## config.mk

```make
export PLATFORM = sky130hd
export DESIGN_NAME = ssc_speed_cmd
export DESIGN_NICKNAME = d
export VERILOG_FILES = /design/src/logic/ssc_pkg.sv /design/src/logic/ssc_speed_cmd.sv
export SDC_FILE = /design/constraint.sdc
export NUM_CORES = 2
export LEC_CHECK = 0
export BUFFER_PORTS_ARGS = -buffer_cell sky130_fd_sc_hd__buf_2
export CAP_MARGIN = 0
export CORE_UTILIZATION = 45
export DETAILED_ROUTE_END_ITERATION = 10
export GPL_TIMING_DRIVEN = 0
export PLACE_DENSITY = 0.65
export SYNTH_ARGS = -nofsm -noshare
export SYNTH_HDL_FRONTEND = slang
export SYNTH_SLANG_ARGS = --single-unit
```

## constraint.sdc

```tcl
create_clock -name clk_sys_in -period 35 [get_ports clk_sys_in]
set_input_delay 7 -clock clk_sys_in [delete_from_list [all_inputs] [get_ports clk_sys_in]]
set_output_delay 7 -clock clk_sys_in [all_outputs]
set_load 0.005 [all_outputs]
```

## src/logic/ssc_pkg.sv

```systemverilog
// Package for the speed command block: constants and carrier types
package ssc_pkg;
	// Register byte offsets
	localparam logic [7:0] SSC_OFS_CTRL = 8'h00;
	localparam logic [7:0] SSC_OFS_SYS = 8'h04;
	localparam logic [7:0] SSC_OFS_GAIN = 8'h08;
	localparam logic [7:0] SSC_OFS_CLAMP = 8'h0C;
	localparam logic [7:0] SSC_OFS_OFFSET = 8'h10;
	localparam logic [7:0] SSC_OFS_POT = 8'h14;
	localparam logic [7:0] SSC_OFS_ANALOG = 8'h18;
	localparam logic [7:0] SSC_OFS_MEAS = 8'h1C;
	localparam logic [7:0] SSC_OFS_STATUS = 8'h20;
	localparam logic [7:0] SSC_OFS_REF = 8'h24;
	localparam logic [7:0] SSC_OFS_ZBAND = 8'h28;
	localparam logic [7:0] SSC_OFS_DATA = 8'h40;
	// System parameter field positions
	localparam int SSC_SYS_LOCK_BIT = 0;
	localparam int SSC_SYS_ANA_BIT = 1;
	localparam int SSC_SYS_DIR_BIT = 2;
	// Control field positions
	localparam int SSC_CTRL_AUTO_EN_BIT = 0;
	localparam int SSC_CTRL_APPLY_BIT = 1;
	// Reset values
	localparam logic [2:0] SSC_SYS_RESET = 3'h2;
	localparam logic [12:0] SSC_GAIN_RESET = 13'h0226;
	localparam logic [12:0] SSC_CLAMP_RESET = 13'h0000;
	localparam logic [15:0] SSC_OFFSET_RESET = 16'h0000;
	localparam logic [12:0] SSC_POT_RESET = 13'h0000;
	localparam logic [13:0] SSC_RAMP_RESET = 14'h0005;
	localparam logic [12:0] SSC_ZBAND_RESET = 13'h000A;
	// Speed limits in r/min, ramp limits in ms per 1000 r/min
	localparam logic [12:0] SSC_SPD_MIN = 13'h000A;
	localparam logic [12:0] SSC_SPD_MAX = 13'h157C;
	localparam logic [13:0] SSC_RAMP_MIN = 14'h0005;
	localparam logic [13:0] SSC_RAMP_MAX = 14'h2710;
	localparam logic [12:0] SSC_BRAKE_BAND = 13'h001E;
	// Timing: brake hold time and per-ms tick
	localparam int SSC_CLK_MHZ = 250;
	localparam int SSC_BRAKE_MS = 10;
	localparam int SSC_MS_CYCLES = SSC_CLK_MHZ * 1000;
	// Analog input scale: millivolts, signed
	localparam int SSC_MV_PER_V = 1000;
	// Discrete inputs from the host
	typedef struct packed {
		logic cw;
		logic ccw;
		logic servo_on;
		logic brake_release;
		logic [2:0] op_sel;
	} ssc_din_t;
	// Discrete outputs to the host and power stage
	typedef struct packed {
		logic ready;
		logic zero_speed;
		logic brake_ctl;
		logic excite;
		logic dir_cw;
	} ssc_dout_t;
endpackage

```

## src/logic/ssc_speed_cmd.sv

```systemverilog
// Speed control mode command logic with AHB-Lite register slave
// Behaviour
// RL1 - Analog enabled, select 0: data zero, speed from internal pot
// RL2 - Internal pot speed is zero or 10 to 5500 r/min, default zero
// RL3 - Ramp is ms per 1000 r/min, shared, 5 to 10000
// RL4 - Analog enabled, select 1: data one from external voltage
// RL5 - External voltage scaled by gain 0 to 5500, default 550
// RL6 - Below clamp forced to zero, only in free mode
// RL7 - Offset voltage shifts zero point, gain unchanged
// RL8 - Auto offset apply takes present reading as offset
// RL9 - Analog enabled: stored speeds used for data two to seven
// RL10 - Analog disabled: stored speeds for all eight data
// RL11 - System parameter changes act only after power cycle
// RL12 - Free mode: de-excite when stopped, excite at start
// RL13 - Lock mode: excitation follows servo-on input
// RL14 - Brake released with excitation, held without it
// RL15 - Direction setting maps run inputs to rotation
// RL16 - Negative speed command reverses rotation
// RL17 - Run input on starts run at selected speed
// RL18 - Run off or both on decelerates to stop
// RL19 - Zero-speed output after run ends inside zero band
// RL20 - Free mode brake output off after 10 ms within 30 r/min
// RL21 - Ready when brake-release on, and servo-on in lock mode
// RL22 - Select bits form binary index, bit two most significant
// RL23 - Ready off while operating
// RL24 - Analog speed is (voltage minus offset) times gain, limited
// RL25 - Ramp changes reference linearly at set rate
`timescale 1ns/100ps
module ssc_speed_cmd (
	// Clock and reset
	input wire logic clk_sys_in,
	input wire logic rst_in,
	// AHB-Lite slave
	input wire logic hsel_in,
	input wire logic [31:0] haddr_in,
	input wire logic [1:0] htrans_in,
	input wire logic hwrite_in,
	input wire logic [2:0] hsize_in,
	input wire logic [31:0] hwdata_in,
	input wire logic hready_in,
	output logic [31:0] hrdata_out,
	output logic hreadyout_out,
	output logic hresp_out,
	// Discrete pins from the host
	input wire ssc_pkg::ssc_din_t din_in,
	// Discrete pins out
	output ssc_pkg::ssc_dout_t dout_out,
	// Speed reference to the drive loop, signed r/min
	output logic signed [13:0] speed_ref_out
);
	import ssc_pkg::*;

	// Magnitude of a signed value, clamped to the top speed
	function automatic logic [12:0] sat_spd(input logic signed [31:0] v);
		logic signed [31:0] a;
		a = (v < 0) ? -v : v;
		if (a > 32'(SSC_SPD_MAX)) begin
			sat_spd = SSC_SPD_MAX;
		end else begin
			sat_spd = a[12:0];
		end
	endfunction

	// Absolute value of a signed speed
	function automatic logic [12:0] abs_spd(input logic signed [13:0] v);
		logic signed [13:0] a;
		a = (v < 0) ? -v : v;
		abs_spd = a[12:0];
	endfunction

	typedef enum logic [1:0] {
		SSC_IDLE = 2'b00,
		SSC_RUN = 2'b01,
		SSC_STOP = 2'b10
	} ssc_state_t;

	// Registers
	// Stored like a nonvolatile parameter: keeps its value through rst_in
	logic [2:0] sys_pend_reg = SSC_SYS_RESET;
	logic [2:0] sys_live_reg;
	logic sys_loaded_reg;
	logic auto_en_reg;
	logic [12:0] gain_reg;
	logic [12:0] clamp_reg;
	logic signed [15:0] offset_reg;
	logic [12:0] pot_reg;
	logic [13:0] ramp_reg;
	logic signed [15:0] analog_reg;
	logic signed [13:0] meas_reg;
	logic [12:0] zband_reg;
	logic signed [13:0] data_mem [8];
	logic [13:0] data_ramp_mem [8];
	logic [6:0] sync1_reg;
	logic [6:0] sync2_reg;
	ssc_state_t state_reg;
	logic signed [13:0] ref_reg;
	logic [21:0] ms_cnt_reg;
	logic [13:0] step_cnt_reg;
	logic [17:0] brake_cnt_reg;
	logic [4:0] brake_ms_reg;
	logic wr_pend_reg;
	logic [7:0] addr_reg;

	// Pin synchronisers; first stage read only by second
	always_ff @(posedge clk_sys_in or posedge rst_in) begin
		if (rst_in) begin
			sync1_reg <= 7'h00;
			sync2_reg <= 7'h00;
		end else begin
			sync1_reg <= din_in;
			sync2_reg <= sync1_reg;
		end
	end

	logic cw_s, ccw_s, son_s, brel_s;
	logic [2:0] sel_s;
	assign {cw_s, ccw_s, son_s, brel_s, sel_s} = sync2_reg;
	logic lock_mode, ana_en, dir_cw_set;
	assign lock_mode = sys_live_reg[SSC_SYS_LOCK_BIT];
	assign ana_en = sys_live_reg[SSC_SYS_ANA_BIT];
	assign dir_cw_set = sys_live_reg[SSC_SYS_DIR_BIT];

	// AHB-Lite address phase capture; zero wait states
	logic ahb_go;
	assign ahb_go = hsel_in && hready_in && htrans_in[1];
	always_ff @(posedge clk_sys_in or posedge rst_in) begin
		if (rst_in) begin
			wr_pend_reg <= 1'b0;
			addr_reg <= 8'h00;
		end else begin
			wr_pend_reg <= ahb_go && hwrite_in;
			if (ahb_go) begin
				addr_reg <= haddr_in[7:0];
			end
		end
	end

	// Read data: registered in the address phase
	always_ff @(posedge clk_sys_in or posedge rst_in) begin
		if (rst_in) begin
			hrdata_out <= 32'h0000_0000;
		end else if (ahb_go && !hwrite_in) begin
			hrdata_out <= 32'h0000_0000;
			if (haddr_in[7:5] == SSC_OFS_DATA[7:5]) begin
				hrdata_out <= {2'b00, data_ramp_mem[haddr_in[4:2]],
					2'b00, data_mem[haddr_in[4:2]]};
			end else begin
				unique case (haddr_in[7:0])
				SSC_OFS_CTRL: hrdata_out <= {31'h0, auto_en_reg};
				SSC_OFS_SYS: hrdata_out <= {21'h0, sys_live_reg,
					5'h00, sys_pend_reg};
				SSC_OFS_GAIN: hrdata_out <= {19'h0, gain_reg};
				SSC_OFS_CLAMP: hrdata_out <= {19'h0, clamp_reg};
				SSC_OFS_OFFSET: hrdata_out <= {{16{offset_reg[15]}},
					offset_reg};
				SSC_OFS_POT: hrdata_out <= {2'b00, ramp_reg,
					3'h0, pot_reg};
				SSC_OFS_ZBAND: hrdata_out <= {19'h0, zband_reg};
				SSC_OFS_STATUS: hrdata_out <= {27'h0, dout_out};
				SSC_OFS_REF: hrdata_out <= {{18{ref_reg[13]}}, ref_reg};
				default: hrdata_out <= 32'h0000_0000;
				endcase
			end
		end
	end

	always_ff @(posedge clk_sys_in or posedge rst_in) begin
		if (rst_in) begin
			hreadyout_out <= 1'b1;
			hresp_out <= 1'b0;
		end else begin
			hreadyout_out <= 1'b1;
			hresp_out <= 1'b0;
		end
	end

	// Register writes in the data phase
	logic wr_ctrl, wr_sys, wr_pot;
	assign wr_ctrl = wr_pend_reg && addr_reg == SSC_OFS_CTRL;
	assign wr_sys = wr_pend_reg && addr_reg == SSC_OFS_SYS;
	assign wr_pot = wr_pend_reg && addr_reg == SSC_OFS_POT;
	always_ff @(posedge clk_sys_in or posedge rst_in) begin
		if (rst_in) begin
			auto_en_reg <= 1'b0;
			gain_reg <= SSC_GAIN_RESET;
			clamp_reg <= SSC_CLAMP_RESET;
			offset_reg <= SSC_OFFSET_RESET;
			pot_reg <= SSC_POT_RESET;
			ramp_reg <= SSC_RAMP_RESET;
			analog_reg <= 16'h0000;
			meas_reg <= 14'h0000;
			zband_reg <= SSC_ZBAND_RESET;
		end else if (wr_pend_reg) begin
			if (wr_ctrl) begin
				auto_en_reg <= hwdata_in[SSC_CTRL_AUTO_EN_BIT];
				if (hwdata_in[SSC_CTRL_APPLY_BIT] && auto_en_reg) begin
					offset_reg <= analog_reg; // RL8
				end
			end
			if (addr_reg == SSC_OFS_GAIN) begin
				gain_reg <= sat_spd(32'(hwdata_in[15:0])); // RL5
			end
			if (addr_reg == SSC_OFS_CLAMP) begin
				clamp_reg <= sat_spd(32'(hwdata_in[15:0]));
			end
			if (addr_reg == SSC_OFS_OFFSET && !auto_en_reg) begin
				offset_reg <= hwdata_in[15:0];
			end
			if (wr_pot) begin
				// RL2
				if (hwdata_in[12:0] < SSC_SPD_MIN) begin
					pot_reg <= 13'h0000;
				end else begin
					pot_reg <= sat_spd(32'(hwdata_in[12:0]));
				end
				// RL3
				if (hwdata_in[29:16] < SSC_RAMP_MIN) begin
					ramp_reg <= SSC_RAMP_MIN;
				end else if (hwdata_in[29:16] > SSC_RAMP_MAX) begin
					ramp_reg <= SSC_RAMP_MAX;
				end else begin
					ramp_reg <= hwdata_in[29:16];
				end
			end
			if (addr_reg == SSC_OFS_ANALOG) begin
				analog_reg <= hwdata_in[15:0];
			end
			if (addr_reg == SSC_OFS_MEAS) begin
				meas_reg <= hwdata_in[13:0];
			end
			if (addr_reg == SSC_OFS_ZBAND) begin
				zband_reg <= hwdata_in[12:0];
			end
		end
	end

	// Pending system word; no reset so a write survives the next power cycle
	always_ff @(posedge clk_sys_in) begin
		if (wr_sys) begin
			sys_pend_reg <= hwdata_in[2:0]; // RL11
		end
	end

	// Operation data table
	always_ff @(posedge clk_sys_in or posedge rst_in) begin
		if (rst_in) begin
			for (int i = 0; i < 8; i++) begin
				data_mem[i] <= 14'h0000;
				data_ramp_mem[i] <= SSC_RAMP_RESET;
			end
		end else if (wr_pend_reg && addr_reg[7:5] == SSC_OFS_DATA[7:5]) begin
			data_mem[addr_reg[4:2]] <= hwdata_in[13:0];
			data_ramp_mem[addr_reg[4:2]] <= hwdata_in[29:16];
		end
	end

	// System parameters latch once after reset (power-up only)
	always_ff @(posedge clk_sys_in or posedge rst_in) begin
		if (rst_in) begin
			sys_live_reg <= SSC_SYS_RESET;
			sys_loaded_reg <= 1'b0;
		end else if (!sys_loaded_reg) begin
			sys_live_reg <= sys_pend_reg; // RL11
			sys_loaded_reg <= 1'b1;
		end
	end

	// Speed command source selection
	logic [2:0] op_num;
	logic signed [31:0] ana_prod;
	logic signed [13:0] target;
	logic [13:0] ramp_sel;
	logic [12:0] ana_mag;
	assign op_num = sel_s; // RL22
	always_comb begin
		ana_prod = (32'(analog_reg) - 32'(offset_reg)) // RL7
			* $signed(32'(gain_reg)) / SSC_MV_PER_V; // RL24
		ana_mag = sat_spd(ana_prod);
		if (!lock_mode && ana_mag < clamp_reg) begin
			ana_mag = 13'h0000; // RL6
		end
		target = data_mem[op_num]; // RL9 RL10
		ramp_sel = data_ramp_mem[op_num];
		if (ana_en && op_num == 3'd0) begin
			target = {1'b0, pot_reg}; // RL1
			ramp_sel = ramp_reg;
		end else if (ana_en && op_num == 3'd1) begin
			target = ana_prod < 0 ? -{1'b0, ana_mag} : {1'b0, ana_mag}; // RL4
			ramp_sel = ramp_reg;
		end
	end

	// Run state: single run input starts, release or both stop
	logic run_req;
	assign run_req = (cw_s ^ ccw_s) && brel_s && (!lock_mode || son_s);
	always_ff @(posedge clk_sys_in or posedge rst_in) begin
		if (rst_in) begin
			state_reg <= SSC_IDLE;
		end else begin
			unique case (state_reg)
			SSC_IDLE: if (run_req) state_reg <= SSC_RUN; // RL17
			SSC_RUN: if (!run_req) state_reg <= SSC_STOP; // RL18
			SSC_STOP: begin
				if (run_req) begin
					state_reg <= SSC_RUN;
				end else if (ref_reg == 14'sd0) begin
					state_reg <= SSC_IDLE;
				end
			end
			default: state_reg <= SSC_IDLE;
			endcase
		end
	end

	// Linear ramp: one r/min step every ramp ms/1000 r/min microseconds
	// Longest ramp needs 2.5 million cycles per step, hence 22 bits
	logic [21:0] step_cycles;
	logic signed [13:0] goal;
	assign step_cycles = 22'(ramp_sel) * 22'(SSC_CLK_MHZ);
	assign goal = (state_reg == SSC_RUN) ? target : 14'sd0;
	always_ff @(posedge clk_sys_in or posedge rst_in) begin
		if (rst_in) begin
			ref_reg <= 14'sd0;
			ms_cnt_reg <= 22'h00_0000;
		end else if (ref_reg == goal) begin
			ms_cnt_reg <= 22'h00_0000;
		end else if (ms_cnt_reg + 22'd1 >= step_cycles) begin
			ms_cnt_reg <= 22'h00_0000;
			ref_reg <= (ref_reg < goal) ? ref_reg + 14'sd1
				: ref_reg - 14'sd1; // RL25 RL3
		end else begin
			ms_cnt_reg <= ms_cnt_reg + 22'd1;
		end
	end

	// Brake settle timer: speed within 30 r/min for 10 ms
	logic in_band;
	assign in_band = abs_spd(meas_reg) <= SSC_BRAKE_BAND;
	always_ff @(posedge clk_sys_in or posedge rst_in) begin
		if (rst_in) begin
			brake_cnt_reg <= 18'h0_0000;
			// Starts settled so a motor stopped at reset stays free
			brake_ms_reg <= 5'(SSC_BRAKE_MS);
		end else if (!in_band || state_reg == SSC_RUN) begin
			brake_cnt_reg <= 18'h0_0000;
			brake_ms_reg <= 5'h00;
		end else if (brake_ms_reg < 5'(SSC_BRAKE_MS)) begin
			if (brake_cnt_reg == 18'(SSC_MS_CYCLES - 1)) begin
				brake_cnt_reg <= 18'h0_0000;
				brake_ms_reg <= brake_ms_reg + 5'd1; // RL20
			end else begin
				brake_cnt_reg <= brake_cnt_reg + 18'd1;
			end
		end
	end

	// Outputs, all registered
	logic excite_next, moving, rot_cw;
	always_comb begin
		moving = state_reg != SSC_IDLE;
		if (lock_mode) begin
			excite_next = son_s; // RL13
		end else begin
			excite_next = moving || brake_ms_reg < 5'(SSC_BRAKE_MS); // RL12
		end
		rot_cw = (cw_s == dir_cw_set); // RL15
		if (ref_reg < 0) begin
			rot_cw = !rot_cw; // RL16
		end
	end
	always_ff @(posedge clk_sys_in or posedge rst_in) begin
		if (rst_in) begin
			dout_out <= 5'h00;
			speed_ref_out <= 14'sd0;
		end else begin
			dout_out.excite <= excite_next;
			dout_out.brake_ctl <= excite_next; // RL14 RL20
			dout_out.ready <= !moving && !cw_s && !ccw_s && brel_s
				&& (!lock_mode || son_s); // RL21 RL23
			dout_out.zero_speed <= !moving
				&& abs_spd(meas_reg) <= zband_reg; // RL19
			dout_out.dir_cw <= rot_cw;
			speed_ref_out <= ref_reg;
		end
	end
endmodule // ssc_speed_cmd

```

==> out/qor.yml <==
start_util: 0.454
instances_no_fill: 6284
portBuffers: 92
slowest_stage: "a2111oi_0"
rows: 116
die_h_um: 319
final_antenna_net_count: 0
htreeDepth: 2
multi_input_area_um2: 31700
antenna_found_initial: 5
hp-class: "reg2reg"
yosys_warnings: 0
cp-end-kind: "flip-flop"
clkLatencyLatePin_ps: 630
die_w_um: 319
clock_path_buffers: 3
finalMaxSlewViolations: 6
num_io_pins: 134
synth_edf_count: 3
status: "complete, but fails checks"
final_core_util: 0.504
ys_seq_area_frac: 0.264
grt_overflow: 0
route.detailed.drc: 1
crit_arrival_ps: 33810
num_antenna_cells: 0
area_delta_synth_final_pct: 11.1
cts_tree: "done"
vias: 37900
crit_required_ps: 35550
drive_gt1_frac: 0.189
cp_max_fo: 10
pre_cts_ws_ps: -1290
dieArea_um2: 102000
clock-sinks: 476
max_freq_mhz: 30.1
path_clk_slew_ps: 60
yosysUniqueCellTypes: 135
dp.cells: 6147
core-area_um2: 100000
n_fill_cell: 9187
finalCriticalPeriod_ps: 33260
worstMarginPinSlew_ps: 1510
grt_first_pass_wirelength_um: 212000
top_layer: "met5"
route.met3.wl_um: 8550
async_reset_ff_frac: 0.994
wirelength_um: 137000
met1Wirelength_um: 58300
drt_iter0_drc: 3171
crit_type: "reg2reg"
cts_made_buffers: 47
cap_violations: 0
final_nets: 5497
place.gp.congestion: 0.993
dp_hpwl_um: 104000
slowest_delay_ps: 850
vias_per_cell: 6.03
slew_headroom: -0.00665
violations: "design-rule violations, max-slew violations"
setup_slack_ps: 1740
largestRegisters: "data_mem: 112 flops, data_ramp_mem: 112 flops, hrdata_out: 30 flops"
ys.flop_type: "dfrtp_1"
wl_met2_um: 64000
fin_setup_tns_ps: 0
grt_max_degree: 134
worst_setup_path_start_kind: "flip-flop"
setup_viol: 0
ys_ff_latch: 476
clock-root-buffer: "clkbuf_16"
wl_per_cell_um: 21.8
finalHoldViolCount: 0
period_share: 0.950
grt_use_total: 0.263
netlist_instances: 4751
firstDrtPassIters: 9
seq_area_um2: 12000
syn_area_um2: 45400
synth_area_per_cell_um2: 9.55
grt_pass1_vias: 36700
finClkSkew_ps: 35.5
==> per-stage QoR <==
step | instance area (µm²) | hold slack, ps
after floorplan | 45400 | 331
after global placement | 47400 | 335
after detailed placement | 47600 | 335
after CTS | 49300 | 348
after global routing | 50400 | 353
final | 50400 | 347
==> critical path: cells and delay by family, from the launching register on <==
family / cells / cell delay (ps)
buffers and inverters: 19 / 2910
flip-flops: 1 / 390
XOR/XNOR: 6 / 1700
AND/OR/NAND/NOR: 43 / 7680
adder cells (fa/ha/maj): 13 / 4590
multiplexers: 3 / 1050
AO/OA/AOI/OAI: 64 / 14850
==> final cells by class <==
cell class	count	area share
Clock buffer	68	0.0273
Buffer	251	0.0238
Timing Repair Buffer	145	0.0184
Multi-Input combinational cell	3676	0.630
Clock inverter	20	0.00487
Tap cell	1298	0.0322
Sequential cell	476	0.237
Inverter	350	0.0262
==> worst paths after layout <==
| kind | start | endpoint | slack [ps] | cells past startpoint |
|---|---|---|---|---|
| worst max-delay path | offset_reg[1] | ref_reg[12] | 1740 | 148 |
| worst max register to register | offset_reg[1] | ref_reg[12] | 1740 | 148 |
| worst min-delay path | sync1_reg[5] | sync2_reg[5] | 350 | 0 |
| min in group asynchronous | rst_in | sync1_reg[3] | 6510 | 2 |
| worst min register to register | sync1_reg[5] | sync2_reg[5] | 350 | 0 |
| max in group asynchronous | rst_in | data_ramp_mem[46] | 26770 | 4 |
==> layer usage <==
metal / track usage / vias to the layer above
met4: 0.104 / 8
li1: - / 17300
met3: 0.0402 / 307
met2: 0.430 / 1331
met5: 0 / -
met1: 0.350 / 18900
==> cells by family after synthesis <==
family	share of synthesized area
AO/OA/AOI/OAI	0.152
XOR/XNOR	0.0510
adder cells (fa/ha/maj)	0.173
buffers and inverters	0.0549
flip-flops	0.264
multiplexers	0.149
other	0.000166
AND/OR/NAND/NOR	0.156
==> placed cells by master (no fill, tap or decap), types with 122 or more instances in the layout <==
| cell | n |
|---|---|
| ha_1 | 207 |
| dfrtp_1 | 445 |
| xnor2_1 | 149 |
| clkbuf_1 | 166 |
| a21oi_1 | 228 |
| nor2_1 | 332 |
| mux2_2 | 292 |
| fa_1 | 260 |
| and2_1 | 122 |
| nand2_1 | 402 |
| o21ai_0 | 199 |
| inv_1 | 348 |
==> cell usage after synthesis, types with 105 or more instances <==
| cell type | number | area, µm² |
|---|---|---|
| a21oi_1 | 241 | 1210 |
| and2_1 | 122 | 763 |
| clkbuf_1 | 165 | 619 |
| dfrtp_1 | 446 | 11200 |
| fa_1 | 260 | 5200 |
| ha_1 | 209 | 2620 |
| inv_1 | 349 | 1310 |
| mux2_2 | 293 | 3300 |
| mux2i_1 | 105 | 1050 |
| mux4_2 | 105 | 2360 |
| nand2_1 | 403 | 1510 |
| nor2_1 | 340 | 1280 |
| o21ai_0 | 206 | 1030 |
| xnor2_1 | 163 | 1430 |
==> what timing repair did <==
item / CTS / global route
setup buffers: 3 / 41
gates cloned: 0 / 1
hold buffers: 0 / 0
endpoints found under the setup margin: 13 / 36
resized for setup: 28 / 136
pin swaps: 1 / 20
endpoints found under the hold margin: 0 / 0
Power is not shown: default switching activity piles up to over one toggle a cycle in this logic, so the estimate is an artifact.
